--- config.mk ---
export PLATFORM = sky130hd
export DESIGN_NAME = supervisor_reset_watchdog
export DESIGN_NICKNAME = d
export VERILOG_FILES = /design/src/hdl/supervisor_pkg.sv /design/src/hdl/pin_sync.sv /design/src/hdl/supervisor_reset_watchdog.sv
export VERILOG_INCLUDE_DIRS = /design/src /design/src/hdl
export SDC_FILE = /design/constraint.sdc
export NUM_CORES = 1
export LEC_CHECK = 0
export BUFFER_PORTS_ARGS = -buffer_cell sky130_fd_sc_hd__buf_2
export CORE_ASPECT_RATIO = 0.75
export CORE_UTILIZATION = 45
export CTS_BUF_LIST = sky130_fd_sc_hd__clkbuf_4 sky130_fd_sc_hd__clkbuf_8
export DETAILED_ROUTE_END_ITERATION = 8
export PLACE_DENSITY_LB_ADDON = 0.05
export SLEW_MARGIN = 25
export SYNTH_ARGS = -nofsm -noshare
export SYNTH_HDL_FRONTEND = slang
export SYNTH_SLANG_ARGS = --single-unit
export TNS_END_PERCENT = 5
--- constraint.sdc ---
create_clock -name CLK -period 7.2 [get_ports CLK]
set_input_delay 1.44 -clock CLK [delete_from_list [all_inputs] [get_ports CLK]]
set_output_delay 1.44 -clock CLK [all_outputs]
set_load 0.01 [all_outputs]
--- src/hdl/supervisor_consts.svh ---
/*
 Timing, reset and field constants for the reset supervisor and watchdog.
 Assumes a 125 MHz system clock; included by its bare name.
*/
// What this block does
// - Low manual reset input asserts reset outputs
// - Manual reset input is debounced internally
// - Reset held low while supply is low
// - Reset stretched 200 ms after trigger ends
// - Watchdog timeout never asserts reset itself
// - High reset output inverts low reset output
// - Timeout flag low when kick stays idle
// - Every kick edge clears watchdog counter
// - Watchdog counter held cleared during reset
// - Timeout flag stays low until counter cleared
// - Timeout flag low while supply is low
// - Warning output follows comparator result
// - Watchdog timeout nominally 1.6 seconds
// - New trigger during stretch restarts stretch
`ifndef SUPERVISOR_CONSTS_SVH
`define SUPERVISOR_CONSTS_SVH

// ----------------------------------------------------------------
// Clock and time units
// ----------------------------------------------------------------
`define CLK_PERIOD_NS    8
`define NS_PER_MS        1000000
`define NS_PER_US        1000

// ----------------------------------------------------------------
// Documented and chosen times
// ----------------------------------------------------------------
`define STRETCH_TIME_MS  200
`define WATCHDOG_TIME_MS 1600
`define DEBOUNCE_TIME_US 1000

// ----------------------------------------------------------------
// Cycle counts derived from the times
// ----------------------------------------------------------------
`define STRETCH_CYCLES  ((`STRETCH_TIME_MS * `NS_PER_MS + `CLK_PERIOD_NS - 1) / `CLK_PERIOD_NS)
`define WATCHDOG_CYCLES ((`WATCHDOG_TIME_MS * `NS_PER_MS) / `CLK_PERIOD_NS)
`define DEBOUNCE_CYCLES ((`DEBOUNCE_TIME_US * `NS_PER_US + `CLK_PERIOD_NS - 1) / `CLK_PERIOD_NS)

// ----------------------------------------------------------------
// Input vector layout and reset values
// ----------------------------------------------------------------
`define PIN_COUNT        4
`define PIN_SYNC_INIT    4'he
`define RST_FLAG_N       1'h0
`define RST_WARN_N       1'h1
`define RST_RESET_N      1'h0

`endif

--- src/hdl/supervisor_pkg.sv ---
/*
 Types used by the reset supervisor; its input synchroniser does not import them.
 Assumes nothing beyond the compile order.
*/
package supervisor_pkg;

    // ------------------------------------------------------------
    // Asynchronous inputs, most significant field first
    // ------------------------------------------------------------
    typedef struct packed {
        logic supply_low;
        logic supply_above;
        logic manual_reset_n;
        logic kick;
    } pins_t;

    // ------------------------------------------------------------
    // Reset sequencer states
    // ------------------------------------------------------------
    typedef enum logic [1:0] {
        RST_HOLD    = 2'b00,
        RST_STRETCH = 2'b01,
        RST_RUN     = 2'b10
    } rst_state_t;

endpackage : supervisor_pkg

--- src/hdl/pin_sync.sv ---
/*
 Three-stage synchroniser for a vector of asynchronous pins.
 Assumes one clock and an asynchronous active-low reset.
*/
`timescale 1ns/100ps
`default_nettype none

module pin_sync #(
    parameter int         WIDTH = 4,
    parameter logic [3:0] INIT  = 4'he
) (
    input  wire logic             clk,
    input  wire logic             reset_n,
    input  wire logic [WIDTH-1:0] pins,
    output var  logic [WIDTH-1:0] level
);

    // ------------------------------------------------------------
    // Per-bit synchroniser and agreement filter
    // ------------------------------------------------------------
    genvar i;
    generate
        for (i = 0; i < WIDTH; i++) begin : g_bit
            logic s1_q;
            logic s2_q;
            logic s3_q;
            logic lvl_q;
            logic lvl_d;

            always_comb begin
                lvl_d = (s2_q == s3_q) ? s3_q : lvl_q;
            end

            always_ff @(posedge clk or negedge reset_n) begin
                if (!reset_n) begin
                    s1_q  <= INIT[i];
                    s2_q  <= INIT[i];
                    s3_q  <= INIT[i];
                    lvl_q <= INIT[i];
                end else begin
                    s1_q  <= pins[i];
                    s2_q  <= s1_q;
                    s3_q  <= s2_q;
                    lvl_q <= lvl_d;
                end
            end

            assign level[i] = lvl_q;
        end
    endgenerate

endmodule : pin_sync

`default_nettype wire

--- src/hdl/supervisor_reset_watchdog.sv ---
/*
 Reset supervisor with stretched reset, debounced manual reset,
 independent watchdog and supply warning pass-through.
 Assumes all four inputs are asynchronous to CLK and CLK runs at 125 MHz.
*/
`timescale 1ns/100ps
`default_nettype none

`include "supervisor_consts.svh"

module supervisor_reset_watchdog #(
    parameter int unsigned STRETCH_CYCLES  = `STRETCH_CYCLES,
    parameter int unsigned WATCHDOG_CYCLES = `WATCHDOG_CYCLES,
    parameter int unsigned DEBOUNCE_CYCLES = `DEBOUNCE_CYCLES
) (
    input  wire logic CLK,
    input  wire logic RESET_N,
    input  wire logic SUPPLY_LOW_IN,
    input  wire logic SUPPLY_WARN_IN,
    input  wire logic MANUAL_RESET_N_IN,
    input  wire logic KICK_IN,
    output var  logic RESET_N_OUT,
    output var  logic RESET_OUT,
    output var  logic TIMEOUT_FLAG_N_OUT,
    output var  logic SUPPLY_WARN_N_OUT
);

    import supervisor_pkg::*;

    // ------------------------------------------------------------
    // Counter widths and terminal values
    // ------------------------------------------------------------
    localparam int STR_W = $clog2(STRETCH_CYCLES + 1);
    localparam int WD_W  = $clog2(WATCHDOG_CYCLES + 1);
    localparam int DB_W  = $clog2(DEBOUNCE_CYCLES + 1);

    localparam logic [STR_W-1:0] STR_LAST = STR_W'(STRETCH_CYCLES - 1);
    localparam logic [WD_W-1:0]  WD_LAST  = WD_W'(WATCHDOG_CYCLES);
    localparam logic [DB_W-1:0]  DB_LAST  = DB_W'(DEBOUNCE_CYCLES - 1);
    localparam logic [STR_W-1:0] STR_ONE  = STR_W'(1);
    localparam logic [WD_W-1:0]  WD_ONE   = WD_W'(1);
    localparam logic [DB_W-1:0]  DB_ONE   = DB_W'(1);

    // ------------------------------------------------------------
    // Declarations
    // ------------------------------------------------------------
    pins_t            pins_raw;
    pins_t            pins_s;
    logic [3:0]       pins_vec;

    logic             mr_db_q;
    logic             mr_db_d;
    logic [DB_W-1:0]  db_cnt_q;
    logic [DB_W-1:0]  db_cnt_d;

    rst_state_t       state_q;
    rst_state_t       state_d;
    logic [STR_W-1:0] str_cnt_q;
    logic [STR_W-1:0] str_cnt_d;
    logic             trigger;

    logic             kick_prev_q;
    logic             kick_edge;
    logic [WD_W-1:0]  wd_cnt_q;
    logic [WD_W-1:0]  wd_cnt_d;
    logic             expired;

    logic             reset_n_d;
    logic             flag_n_d;
    logic             warn_n_d;

    // ------------------------------------------------------------
    // Input synchronisation
    // ------------------------------------------------------------
    always_comb begin
        pins_raw.supply_low     = SUPPLY_LOW_IN;
        pins_raw.supply_above   = SUPPLY_WARN_IN;
        pins_raw.manual_reset_n = MANUAL_RESET_N_IN;
        pins_raw.kick           = KICK_IN;
    end

    pin_sync #(
        .WIDTH (`PIN_COUNT),
        .INIT  (`PIN_SYNC_INIT)
    ) u_pin_sync (
        .clk     (CLK),
        .reset_n (RESET_N),
        .pins    (pins_raw),
        .level   (pins_vec)
    );

    assign pins_s = pins_t'(pins_vec);

    // ------------------------------------------------------------
    // Manual reset debounce
    // ------------------------------------------------------------
    always_comb begin
        mr_db_d  = mr_db_q;
        db_cnt_d = '0;
        if (pins_s.manual_reset_n != mr_db_q) begin
            if (db_cnt_q == DB_LAST) begin
                mr_db_d = pins_s.manual_reset_n;
            end else begin
                db_cnt_d = db_cnt_q + DB_ONE;
            end
        end
    end

    always_ff @(posedge CLK or negedge RESET_N) begin
        if (!RESET_N) begin
            mr_db_q  <= 1'h1;
            db_cnt_q <= '0;
        end else begin
            mr_db_q  <= mr_db_d;
            db_cnt_q <= db_cnt_d;
        end
    end

    // ------------------------------------------------------------
    // Reset sequencer
    // ------------------------------------------------------------
    // Watchdog expiry is deliberately not a trigger
    assign trigger = pins_s.supply_low | ~mr_db_q;

    always_comb begin
        state_d   = state_q;
        str_cnt_d = str_cnt_q;
        unique case (state_q)
            RST_HOLD: begin
                str_cnt_d = '0;
                if (!trigger) begin
                    state_d = RST_STRETCH;
                end
            end
            RST_STRETCH: begin
                if (trigger) begin
                    state_d   = RST_HOLD;
                    str_cnt_d = '0;
                end else if (str_cnt_q == STR_LAST) begin
                    state_d   = RST_RUN;
                    str_cnt_d = '0;
                end else begin
                    str_cnt_d = str_cnt_q + STR_ONE;
                end
            end
            RST_RUN: begin
                if (trigger) begin
                    state_d = RST_HOLD;
                end
            end
            default: begin
                state_d   = RST_HOLD;
                str_cnt_d = '0;
            end
        endcase
    end

    always_ff @(posedge CLK or negedge RESET_N) begin
        if (!RESET_N) begin
            state_q   <= RST_HOLD;
            str_cnt_q <= '0;
        end else begin
            state_q   <= state_d;
            str_cnt_q <= str_cnt_d;
        end
    end

    // ------------------------------------------------------------
    // Watchdog
    // ------------------------------------------------------------
    assign kick_edge = pins_s.kick ^ kick_prev_q;
    assign expired   = (wd_cnt_q == WD_LAST);

    always_comb begin
        wd_cnt_d = wd_cnt_q;
        if (state_d != RST_RUN) begin
            wd_cnt_d = '0;
        end else if (kick_edge) begin
            wd_cnt_d = '0;
        end else if (!expired) begin
            wd_cnt_d = wd_cnt_q + WD_ONE;
        end
    end

    always_ff @(posedge CLK or negedge RESET_N) begin
        if (!RESET_N) begin
            kick_prev_q <= 1'h0;
            wd_cnt_q    <= '0;
        end else begin
            kick_prev_q <= pins_s.kick;
            wd_cnt_q    <= wd_cnt_d;
        end
    end

    // ------------------------------------------------------------
    // Output registers
    // ------------------------------------------------------------
    always_comb begin
        reset_n_d = (state_d == RST_RUN);
        // Expiry holds until the counter is cleared
        flag_n_d  = (wd_cnt_d != WD_LAST) & ~pins_s.supply_low;
        warn_n_d  = pins_s.supply_above;
    end

    always_ff @(posedge CLK or negedge RESET_N) begin
        if (!RESET_N) begin
            RESET_N_OUT        <= `RST_RESET_N;
            RESET_OUT          <= ~`RST_RESET_N;
            TIMEOUT_FLAG_N_OUT <= `RST_FLAG_N;
            SUPPLY_WARN_N_OUT  <= `RST_WARN_N;
        end else begin
            RESET_N_OUT        <= reset_n_d;
            RESET_OUT          <= ~reset_n_d;
            TIMEOUT_FLAG_N_OUT <= flag_n_d;
            SUPPLY_WARN_N_OUT  <= warn_n_d;
        end
    end

endmodule : supervisor_reset_watchdog

`default_nettype wire

# Word level (Yosys, flattened, before mapping)
# Cells that the tools add are included.
dict set report op_classes {
  div 0
  n_eq_ne 13
  n_bitwise 6
  shifts 0
  mul 0
  n_addsub 3
  reduce_logical 2
  muxes 13
  magnitude_cmp 0
}
# operator n
set ops {}
lappend ops {{$mux W28} 3}
lappend ops {{$mux W25} 2}
lappend ops {{$pmux W25 S2} 1}
lappend ops {{$mux W17} 2}
lappend ops {{$add A28 B1 Y28 const B} 1}
lappend ops {{$eq A28 B28 Y1 const B} 1}
lappend ops {{$ne A28 B28 Y1 const B} 1}
lappend ops {{$add A25 B1 Y25 const B} 1}
lappend ops {{$eq A25 B25 Y1 const B} 1}
lappend ops {{$add A17 B1 Y17 const B} 1}
lappend ops {{$eq A17 B17 Y1 const B} 1}
lappend ops {{$mux W2} 4}
lappend ops {{$pmux W2 S3} 1}
lappend ops {{$eq A1 B1 Y1} 4}
lappend ops {{$eq A2 B2 Y1 const B} 2}
lappend ops {{$not A1 Y1} 3}
lappend ops {{$eq A2 B1 Y1 const B} 1}
lappend ops {{$logic_not A2 Y1} 1}
lappend ops {{$ne A2 B2 Y1 const B} 1}
lappend ops {{$reduce_and A2 Y1} 1}
lappend ops {{$and A1 B1 Y1} 1}
lappend ops {{$ne A1 B1 Y1} 1}
lappend ops {{$or A1 B1 Y1} 1}
lappend ops {{$xor A1 B1 Y1} 1}
dict set report totals {
  in_bits 6
  mem_bits_ro 0
  ram_bits 0
  mem_count 0
  reg_bits 94
  elab_cells 63
  latchBits 0
}

# Logic depth before layout (Yosys ltp)
# Gate-level depths: netlist (run 1).
dict set report logic_depth {
  depth_word 8
  mapped_depth 8
  mapped_depth_nobuf 8
}

# Hierarchy
# A second synthesis (run 1) with hierarchy kept.
dict set report unflattened {
  hier_cells 511
  hier_area_um2 4937.2
}
# module seq_area_each_um2 cells_each area_per_inst_um2 instances
set by_module_without_submodules {}
lappend by_module_without_submodules {supervisor_reset_watchdog 1955.6 487 4446.8 1}
lappend by_module_without_submodules {pin_sync 415.4 24 490.5 1}

# Least setup slack after synthesis (run 1)
# No wires, ideal clock.
dict set report synth_path {
  path_type {register to register}
  startpoint {register wd_cnt_q[1]}
  endpoint {register TIMEOUT_FLAG_N_OUT}
  path_stages_with_launch 9
  arrival_time_ps 2176
  setup_time_ps 136
  n_path_buf 1
  period_less_slack_ps 2311
  required_ps 7064
  slack_ps 4889
  cell_sequence {dfrtp_1 ha_1 clkbuf_1 nand4_1 or4_1 nor3_1 a31oi_1 nor4_1 a31oi_1}
}
dict set report synth_via {
  elab_chain_len 6
  word_cells_on_any_way 7
  cone_classes {add/sub (1); eq/ne (2); mux (3); bitwise (1)}
}
# element line
set synth_rtl {}
lappend synth_rtl {{start, declared} supervisor_reset_watchdog.sv:64} ;# logic [WD_W-1:0] wd_cnt_q;
lappend synth_rtl {{start signal, assigned} supervisor_reset_watchdog.sv:191} ;# wd_cnt_q <= wd_cnt_d;
lappend synth_rtl {{$add A28 B1 Y28 or $eq A28 B28 Y1 (tied branches)} {supervisor_reset_watchdog.sv:181, supervisor_reset_watchdog.sv:172}}
lappend synth_rtl {{$mux W28 *} supervisor_reset_watchdog.sv:180} ;# end else if (!expired) begin
lappend synth_rtl {{$mux W28 *} supervisor_reset_watchdog.sv:178} ;# end else if (kick_edge) begin
lappend synth_rtl {{$mux W28 *} supervisor_reset_watchdog.sv:176} ;# if (state_d != RST_RUN) begin
lappend synth_rtl {{$ne A28 B28 Y1 *} supervisor_reset_watchdog.sv:201} ;# flag_n_d = (wd_cnt_d != WD_LAST) & ~pins_s.supply_low;
lappend synth_rtl {{$and A1 B1 Y1 *} supervisor_reset_watchdog.sv:201}
lappend synth_rtl {{named net flag_n_d} supervisor_reset_watchdog.sv:69} ;# logic flag_n_d;
lappend synth_rtl {{end signal, assigned} supervisor_reset_watchdog.sv:209} ;# TIMEOUT_FLAG_N_OUT <= `RST_FLAG_N;
lappend synth_rtl {{end signal, assigned} supervisor_reset_watchdog.sv:214} ;# TIMEOUT_FLAG_N_OUT <= flag_n_d;
lappend synth_rtl {{end, declared} supervisor_reset_watchdog.sv:24} ;# output var logic TIMEOUT_FLAG_N_OUT,
# The timed path passes the listed nets; every way through them passes the cells marked *.
# A chain may end at the register's enable or synchronous reset.

# Worst setup path in the final report (run 1)
dict set report layout_path {
  startpoint {register wd_cnt_q[0]}
  endpoint {register TIMEOUT_FLAG_N_OUT}
}
# The elaborated chain is that of the path after synthesis.

==> flow_metrics.tcl, run 1 <==
set metrics [dict create \
    syn_nets 507 \
    via_per_inst 5.56 \
    grt_use_total_pct 19.6 \
    rows 32 \
    cp.arrival_ps 3020 \
    synthToLayoutAreaGrowth_pct 7.49 \
    num_antenna_cells 0 \
    synth_top_area_share_pct 41.0 \
    drt-initial-drc-count 240 \
    numCtsBuffers 9 \
    crit_fanout 7 \
    period_share_pct 38.6 \
    drc 0 \
    grt_pass1_wl_um 16800 \
    synthArstFlopShare_pct 100 \
    regArea_sq_um 2370 \
    grt_overflow 0 \
    postCtsSetupRepairBufs 0 \
    synth_edf_count 0 \
    io_pins 10 \
    cts_buffer_depth 2 \
    drt_pass1_iterations 5 \
    hold_viol 0 \
    wl_per_cell_um 15.7 \
    root_buffer "clkbuf_8" \
    tns_ps 0 \
    power_mw 0.964 \
    ys_seq_area_share_pct 49.1 \
    synth.area.mux_share_pct 1.27 \
    critPathLaunchType "flop" \
    endpoint_kind "flop" \
    initial_utilization_pct 46.5 \
    status "finished clean" \
    layout_commonest_cell "dfrtp_1" \
    crit_start "wd_cnt_q[0]" \
    portBuffers 9 \
    place_hpwl_um 6850 \
    core_sq_um 10400 \
    clock.fmax_mhz 360 \
    grt_pass1_vias 3236 \
    dieArea_sq_um 11100 \
    cts_hold_buf 0 \
    synth_xor_area_share_pct 9.62 \
    required_ps 7440 \
    die_w_um 122 \
    slew_viol_final 0 \
    netlist_area_sq_um 4820 \
    holdCritPathClass "reg2reg" \
    cts_resized 0 \
    ys_ff_latch 94 \
    setup_viol 0 \
    r2r.worst_path.cells 8 \
    grt_max_degree 57 \
    cts.sinks 94 \
    num_vias 3561 \
    place_congestion 0.831 \
    multi_input_area_sq_um 2340 \
    synthCells 497 \
    min_from "u_pin_sync.g_bit[3].s1_q" \
    synthAdderAreaFrac_pct 1.87 \
    die_h_um 91.7 \
    power.density_nw_per_um2 186 \
    insertion_delay_ps 360 \
    max_slew.worst_pin.slew_ps 990 \
    holdPathStages 0 \
    synth_compound_area_share_pct 9.21 \
    yosys_most_used_dff "dfrtp_1" \
    postSynthAreaPerCell_sq_um 9.71 \
    slew_headroom_pct 33.4 \
    synth.area.top_cells "dfrtp_1 (41%), dfstp_2 (8.2%), xor2_1 (5.1%)" \
    synth_top_family_by_area "simple AND/OR/NAND/NOR gates" \
    ys_warn_count 0 \
    critical_path_class "reg2reg" \
    p_leak_nw 2.00 \
    cts_tree "yes" \
    antenna_found_initial 0 \
    ff2ff_setup_slack_ps 4420 \
    routed_wl_um 10100 \
    n_fill_cell 944 \
    htree_num_levels 3 \
    final_nets 509 \
    final_cell_mix "dfrtp_1 (79), nor2_1 (61), nand2_1 (50), o21ai_0 (38)" \
    yosys.area_share.simple_pct 26.3 \
    r2r_start "wd_cnt_q[0]" \
    ant_nets 0 \
    clk_pin_slew_ps 90 \
    synth_cell_types 57 \
    synth_largest_area_cell "dfrtp_1" \
    period_needed_ps 2780 \
    layout-drive-gt1-share_pct 11.9 \
    rsz0062_at_grt "false" \
    fin_skew_ps 10.4 \
    drv_cap 0 \
    ir_worst_vdd_mv 0.0872 \
]
power breakdown:
| group | total, mW | internal, mW | switching [mW] |
|---|---|---|---|
| Sequential | 0.548 | 0.541 | 0.00641 |
| Combinational | 0.0256 | 0.00775 | 0.0179 |
| Clock | 0.391 | 0.205 | 0.186 |
| Total | 0.964 | 0.754 | 0.210 |
worst max-delay path, stage by stage (launching register included):
cell and delay, ps:
dfrtp_1 460, inv_1 140, ha_1 190, nor4bb_1 320, nand4_1 190, nor4_2 570
mux2i_1 240, nor4_1 430, a31oi_1 130
per-stage QoR:
step / utilization [%] / hold WS, ps / cells / setup slack (ps) / cell area (sq um)
2_1_floorplan: - / 331 / 497 / 4890 / 4820
3_3_place_gp: 47.9 / 335 / 624 / 4530 / 4960
3_5_place_dp: 47.9 / 346 / 624 / 4480 / 4960
4_1_cts: 50.0 / 361 / 640 / 4480 / 5180
5_1_grt: 50.0 / 365 / 640 / 4140 / 5190
6_report: 50.0 / 359 / 640 / 4420 / 5190
flip-flops by register name (all words and copies together), names as in the netlist:
| register | flops |
|---|---|
| db_cnt_q | 17 |
| RESET_OUT | 1 |
| u_pin_sync.g_bit.lvl_q | 4 |
| str_cnt_q | 25 |
| mr_db_q | 1 |
| u_pin_sync.g_bit.s2_q | 4 |
| RESET_N_OUT | 1 |
| SUPPLY_WARN_N_OUT | 1 |
| u_pin_sync.g_bit.s1_q | 4 |
| state_q | 2 |
| wd_cnt_q | 28 |
| TIMEOUT_FLAG_N_OUT | 1 |
| kick_prev_q | 1 |
| u_pin_sync.g_bit.s3_q | 4 |
cell type report:
type                    instances  share of cell area [%]
flip-flops and latches         94                    45.7
well taps                     136                    3.28
clock inverters                 5                    1.57
multi-input cells             376                    45.0
repair buffers                 11                    1.21
inverters                       7                   0.507
clock buffers                  11                    2.68
synth_stat cells, drive strengths merged (8+ instances only):
master and n:
clkbuf 13, nand2 50, o21ai 40, dfrtp 79
nor3 10, nor4 10, nand3 29, and2 8
nor2 61, xnor2 25, and3 11, dfstp 15
nand4 20, xor2 28
kinds of logic after synthesis:
| group | count (synthesis) |
|---|---|
| flip-flops | 94 |
| AND/OR/NAND/NOR | 238 |
| adder cells (fa/ha/maj) | 8 |
| XOR/XNOR | 53 |
| buffers and inverters | 27 |
| multiplexers | 6 |
| AO/OA/AOI/OAI | 71 |
routing by layer:
layer	wire length [um]	part of all wire [%]	up-vias	GRT usage (%)
met4	105	1.0	0	4.94
met5	0	0	-	0
met1	5670	56	1723	32.2
met2	3870	38	64	24.8
li1	-	-	1766	-
met3	408	4.1	8	4.73
path summary, 6_finish.rpt:
path | to
worst max-delay path | TIMEOUT_FLAG_N_OUT
worst min-delay path | u_pin_sync.g_bit[3].s2_q
worst max register to register | TIMEOUT_FLAG_N_OUT
worst min register to register | u_pin_sync.g_bit[3].s2_q
max in group asynchronous | str_cnt_q[19]
min in group asynchronous | wd_cnt_q[21]
Power figures use the tool's default switching activity.
==> run 2: changes to the inputs <==
ABC_AREA = 1   (was default)
clock period = 2.26 ns   (was 7.2 ns; I/O delays follow)
==> run 2 against run 1 <==
Compared with the run above: worst setup slack got worse by 4200 ps; clock skew hardly changed; clock power rose to 2.8 times the previous value; largest power group unchanged; highest routed layer unchanged.
==> flow_metrics.tcl, run 2 <==
set metrics [dict create \
    crit_fanout 6 \
    core_sq_um 11000 \
    yosys.area_share.simple_pct 34.4 \
    cts.sinks 94 \
    layout-drive-gt1-share_pct 14.9 \
    routed_wl_um 11500 \
    drt-initial-drc-count 375 \
    regArea_sq_um 2370 \
    top_regs "wd_cnt_q: 28 flops, str_cnt_q: 25 flops, db_cnt_q: 17 flops" \
    final_cell_mix "nand2_1 (169), nor2_1 (100), dfrtp_1 (79), inv_1 (72), nand3_1 (30)" \
    num_vias 4114 \
    ys_seq_area_share_pct 46.5 \
    clock.fmax_mhz 490 \
    numCtsBuffers 9 \
    max_slew.worst_pin.slew_ps 516 \
    largest_register_ffs 28 \
    period_needed_ps 2040 \
    synth_top_family_by_area "simple AND/OR/NAND/NOR gates" \
    ant_nets 0 \
    htree_num_levels 3 \
    finalCoreUtilization_pct 50.6 \
    synth_xor_area_share_pct 3.09 \
    synth_largest_area_cell "dfrtp_1" \
    root_buffer "clkbuf_8" \
    ir_worst_vdd_mv 0.409 \
    drt_pass1_iterations 5 \
    synthArstFlopShare_pct 100 \
    clk_pin_slew_ps 100 \
    period_share_pct 90.2 \
    ys_warn_count 0 \
    synthToLayoutAreaGrowth_pct 8.96 \
    insertion_delay_ps 370 \
    die_h_um 94.2 \
    die_w_um 125 \
    largest_register "wd_cnt_q" \
    fin_skew_ps 10.6 \
    io_pins 10 \
    antenna_found_initial 0 \
    power.density_nw_per_um2 534 \
    yosys_most_used_dff "dfrtp_1" \
    slew_headroom_pct 65.6 \
    grt_pass1_vias 3983 \
    cts_buffer_depth 2 \
    synth.area.mux_share_pct 0.221 \
    timing.hold.ws_ps 51.8 \
    grt_max_degree 44 \
    place_hpwl_um 8760 \
    initial_utilization_pct 46.4 \
    setup_viol 0 \
    required_ps 2520 \
    final_area_sq_um 5550 \
    rows 33 \
    grt_pass1_wl_um 19700 \
    via_per_inst 5.03 \
    num_antenna_cells 0 \
    layout_commonest_cell "nand2_1" \
    hold_viol 0 \
    wl_per_cell_um 14.1 \
    synthCells 653 \
    synth_top_area_share_pct 38.8 \
    postCtsSetupRepairBufs 0 \
    netlist_area_sq_um 5100 \
    cts_tree "yes" \
    synthAdderAreaFrac_pct 1.77 \
    syn_nets 663 \
    grt_overflow 0 \
    final_nets 683 \
    synth_compound_area_share_pct 7.36 \
    drc 0 \
    endpoint_kind "flop" \
    synth_edf_count 0 \
    synth.area.top_cells "dfrtp_1 (39%), nand2_1 (12%), dfstp_2 (7.7%)" \
    critPathLaunchType "flop" \
    cp.arrival_ps 2300 \
    grt_use_total_pct 21.5 \
    rsz0062_at_grt "false" \
    synth_common_cells "nand2_1 (169), nor2_1 (101), dfrtp_1 (79), inv_1 (72), nand3_1 (30)" \
    drv_cap 0 \
    critical_path_class "reg2reg" \
    ys_ff_latch 94 \
    postSynthAreaPerCell_sq_um 7.81 \
    slew_viol_final 0 \
    dieArea_sq_um 11800 \
    place_congestion 0.945 \
    multi_input_area_sq_um 2400 \
    holdCritPathClass "in2async" \
    synth_cell_types 46 \
    status "finished clean" \
    n_fill_cell 1060 \
    synth_most_common_cell "nand2_1" \
    portBuffers 9 \
    stdcell_count 818 \
    placedCellCount 802 \
    dpl_cell_area_sq_um 5350 \
    p_leak_nw 2.27 \
    tns_ps 0 \
]
==> run 2: changes by cell type after synthesis, sizes merged, moves of 12 or more <==
cell	delta
xor2	-12
o21ai	-16
inv	+68
xnor2	-23
nand2	+134
nor2	+64
==> run 2: power by group <==
part	switching, mW	total [mW]	internal [mW]	leakage [nW]
clock network	0.648	1.11	0.459	0.0988
logic	0.0851	0.118	0.0326	0.922
registers	0.0186	1.74	1.72	1.25
==> run 2: timing repair <==
item,in CTS,in global routing
endpoints found under the setup margin,0,1
hold buffers,0,0
hold endpoints to repair,0,0
gates resized for setup,0,3
==> run 2: final timing paths <==
check	start	to	slack [ps]	depth (start not counted)
hold reg to reg	u_pin_sync.g_bit[3].s1_q	u_pin_sync.g_bit[3].s2_q	360	0
setup / recovery	wd_cnt_q[0]	TIMEOUT_FLAG_N_OUT	220	14
setup reg to reg	wd_cnt_q[0]	TIMEOUT_FLAG_N_OUT	220	14
max in group asynchronous	RESET_N	u_pin_sync.g_bit[1].s3_q	1540	2
hold / removal	RESET_N	wd_cnt_q[26]	50	1
min in group CLK	MANUAL_RESET_N_IN	u_pin_sync.g_bit[1].s1_q	170	1
==> run 2: stage by stage <==
| step | worst slack [ps] | total power, mW |
|---|---|---|
| finish | 221 | 2.97 |
| global route | 12.8 | 3.09 |
| CTS | 194 | 3.02 |
| detailed placement | 221 | 1.90 |
| global placement | 183 | 1.89 |
| floorplan | 507 | 1.82 |
==> run 2: area by class of cell <==
| class | instances | share of cell area (%) |
|---|---|---|
| multi-input cells | 473 | 43.2 |
| well taps | 140 | 3.15 |
| repair buffers | 17 | 2.16 |
| clock buffers | 10 | 2.48 |
| clock inverters | 6 | 1.06 |
| inverters | 78 | 5.29 |
| flip-flops and latches | 94 | 42.7 |
==> run 2: cell families after synthesis <==
logic type / Yosys count
AO/OA/AOI/OAI: 65
XOR/XNOR: 18
adder cells (fa/ha/maj): 8
buffers and inverters: 86
flip-flops: 94
multiplexers: 1
AND/OR/NAND/NOR: 381
==> run 2: critical path: stages (launching register included) <==
cell	delay, ps
dfrtp_1	430
ha_2	220
inv_1	80
nor2_2	170
nand2_4	120
nor2_4	180
nand2_1	80
nand2_1	70
nand3_1	100
nor2_1	100
nand2_1	90
nor2_1	90
nand3_1	70
nor2_1	90
nor2_1	40
==> run 2: layer usage <==
layer	track usage, %	wire, um	up-vias
met4	4.88	133	0
met5	0	0	-
li1	-	-	2115
met3	4.78	674	11
met2	30.6	4470	94
met1	32.7	6220	1894
==> run 3: changes to the inputs <==
MAX_ROUTING_LAYER = met4   (was default)
==> run 3 against run 2 <==
Compared with the run above: first-iteration DRC count decreased by 11%; combinational power about the same; register-to-register slack worse by 70 ps; routed wire length up 0.20%; global-route usage up 0.059 points; worst setup slack worse by 71 ps; sequential share of layout area up 0.16 points; sequential power barely moved; non-clock buffer count up 1; largest power group unchanged.
==> flow_metrics.tcl, run 3 (synthesis gave the netlist of run 2 again) <==
set metrics [dict create \
    ant_nets 0 \
    antenna_found_initial 0 \
    ff2ff_setup_slack_ps 150 \
    dieArea_sq_um 11800 \
    grt_max_degree 36 \
    clock.fmax_mhz 474 \
    routed_wl_um 11500 \
    cp.arrival_ps 2370 \
    power_mw 2.89 \
    largest_register "wd_cnt_q" \
    fin_skew_ps 6.73 \
    cts_tree "yes" \
    period_share_pct 93.4 \
    crit_fanout 4 \
    post-place-ws_ps 208 \
    hold_viol 0 \
    num_antenna_cells 0 \
    numCtsBuffers 9 \
    critical_path_class "reg2reg" \
    status "finished clean" \
    p_leak_nw 2.24 \
    layout-drive-gt1-share_pct 15.3 \
    cts.sinks 94 \
    tns_ps 0 \
    synthToLayoutAreaGrowth_pct 8.62 \
    cts_buffer_depth 2 \
    die_w_um 125 \
    rsz0062_at_grt "false" \
    max_slew.worst_pin.slew_ps 518 \
    required_ps 2520 \
    finalCoreUtilization_pct 50.4 \
    slew_viol_final 0 \
    dpl_cell_area_sq_um 5360 \
    drt-initial-drc-count 335 \
    die_h_um 94.2 \
    endpoint_kind "flop" \
    fin_ws_ps 150 \
    grt_overflow 0 \
    grt_use_total_pct 21.5 \
    initial_utilization_pct 46.4 \
    ir_worst_vdd_mv 0.368 \
    place_congestion 0.963 \
    r2r.worst_path.cells 11 \
    n_fill_cell 1080 \
    insertion_delay_ps 360 \
    htree_num_levels 3 \
    placedCellCount 803 \
    io_pins 10 \
    root_buffer "clkbuf_8" \
    stdcell_count 819 \
    layout_commonest_cell "nand2_1" \
    setup_viol 0 \
    timing.hold.ws_ps 25.6 \
    rows 33 \
    grt_pass1_vias 3759 \
    place_hpwl_um 8770 \
    holdCritPathClass "in2async" \
    num_vias 4249 \
    top_regs "wd_cnt_q: 28 flops, str_cnt_q: 25 flops, db_cnt_q: 17 flops" \
    drv_cap 0 \
    r2r_start "wd_cnt_q[8]" \
    final_nets 684 \
    critPathLaunchType "flop" \
    portBuffers 9 \
    drt_pass1_iterations 5 \
    via_per_inst 5.19 \
    period_needed_ps 2110 \
    slew_headroom_pct 65.4 \
    power.density_nw_per_um2 521 \
    final_cell_mix "nand2_1 (169), nor2_1 (100), dfrtp_1 (78), inv_1 (71), nand3_1 (30)" \
    final_area_sq_um 5540 \
    largest_register_ffs 28 \
    drc 0 \
    grt_pass1_wl_um 18900 \
    core_sq_um 11000 \
    cts_hold_buf 0 \
    clk_pin_slew_ps 90 \
    wl_per_cell_um 14.1 \
    regToRegEndpoint "TIMEOUT_FLAG_N_OUT" \
]
[run 3: cell types whose count changed in the layout (fill, tap and decap cells not counted), sizes merged]
cell      delta
buf          +1
clkinvlp     +2
clkbuf       +1
inv          -3
[run 3: worst max path at each step]
stage	startpoint	to	slack [ps]
floorplan	wd_cnt_q[0]	TIMEOUT_FLAG_N_OUT	510
global placement	wd_cnt_q[8]	TIMEOUT_FLAG_N_OUT	100
detailed placement	wd_cnt_q[8]	TIMEOUT_FLAG_N_OUT	210
CTS	wd_cnt_q[8]	TIMEOUT_FLAG_N_OUT	190
global route	wd_cnt_q[1]	TIMEOUT_FLAG_N_OUT	10
finish	wd_cnt_q[8]	TIMEOUT_FLAG_N_OUT	150
[run 3: layout make-up]
cell class | count | area (sq um) | share of cell area, %
Clock buffer | 11 | 139 | 2.51
Tap cell | 140 | 175 | 3.16
Timing Repair Buffer | 18 | 128 | 2.31
Multi-Input combinational cell | 473 | 2390 | 43.2
Inverter | 78 | 294 | 5.31
Sequential cell | 94 | 2370 | 42.8
Clock inverter | 5 | 36.3 | 0.655
[run 3: report_power, final]
part / internal, mW / switching [mW] / leakage [nW]
Clock: 0.427 / 0.599 / 0.0828
Combinational: 0.0337 / 0.0849 / 0.911
Sequential: 1.72 / 0.0183 / 1.24
[run 3: routing by layer]
layer | track usage (%) | up-vias | share of wire (%)
met5 | - | - | 0
met4 | 5.39 | 0 | 0.73
met3 | 3.76 | 7 | 5.2
met2 | 28.0 | 118 | 38
met1 | 33.6 | 1995 | 56
li1 | - | 2129 | -
[run 3: repair_timing]
action / CTS / global route
gates resized for setup: 0 / 4
buffers inserted: 0 / 0
setup endpoints to repair: 0 / 1
hold endpoints to repair: 0 / 0
[run 3: critical path, cell delays in order, from the launching register on]
cell,delay (ps)
dfrtp_1,520
nand2_2,190
nor2_2,210
nand2_1,90
nor2_1,270
nand3_1,140
nand2_1,170
nand4_1,100
nor2_1,100
nand3_1,80
nor2_1,110
nor2_1,40
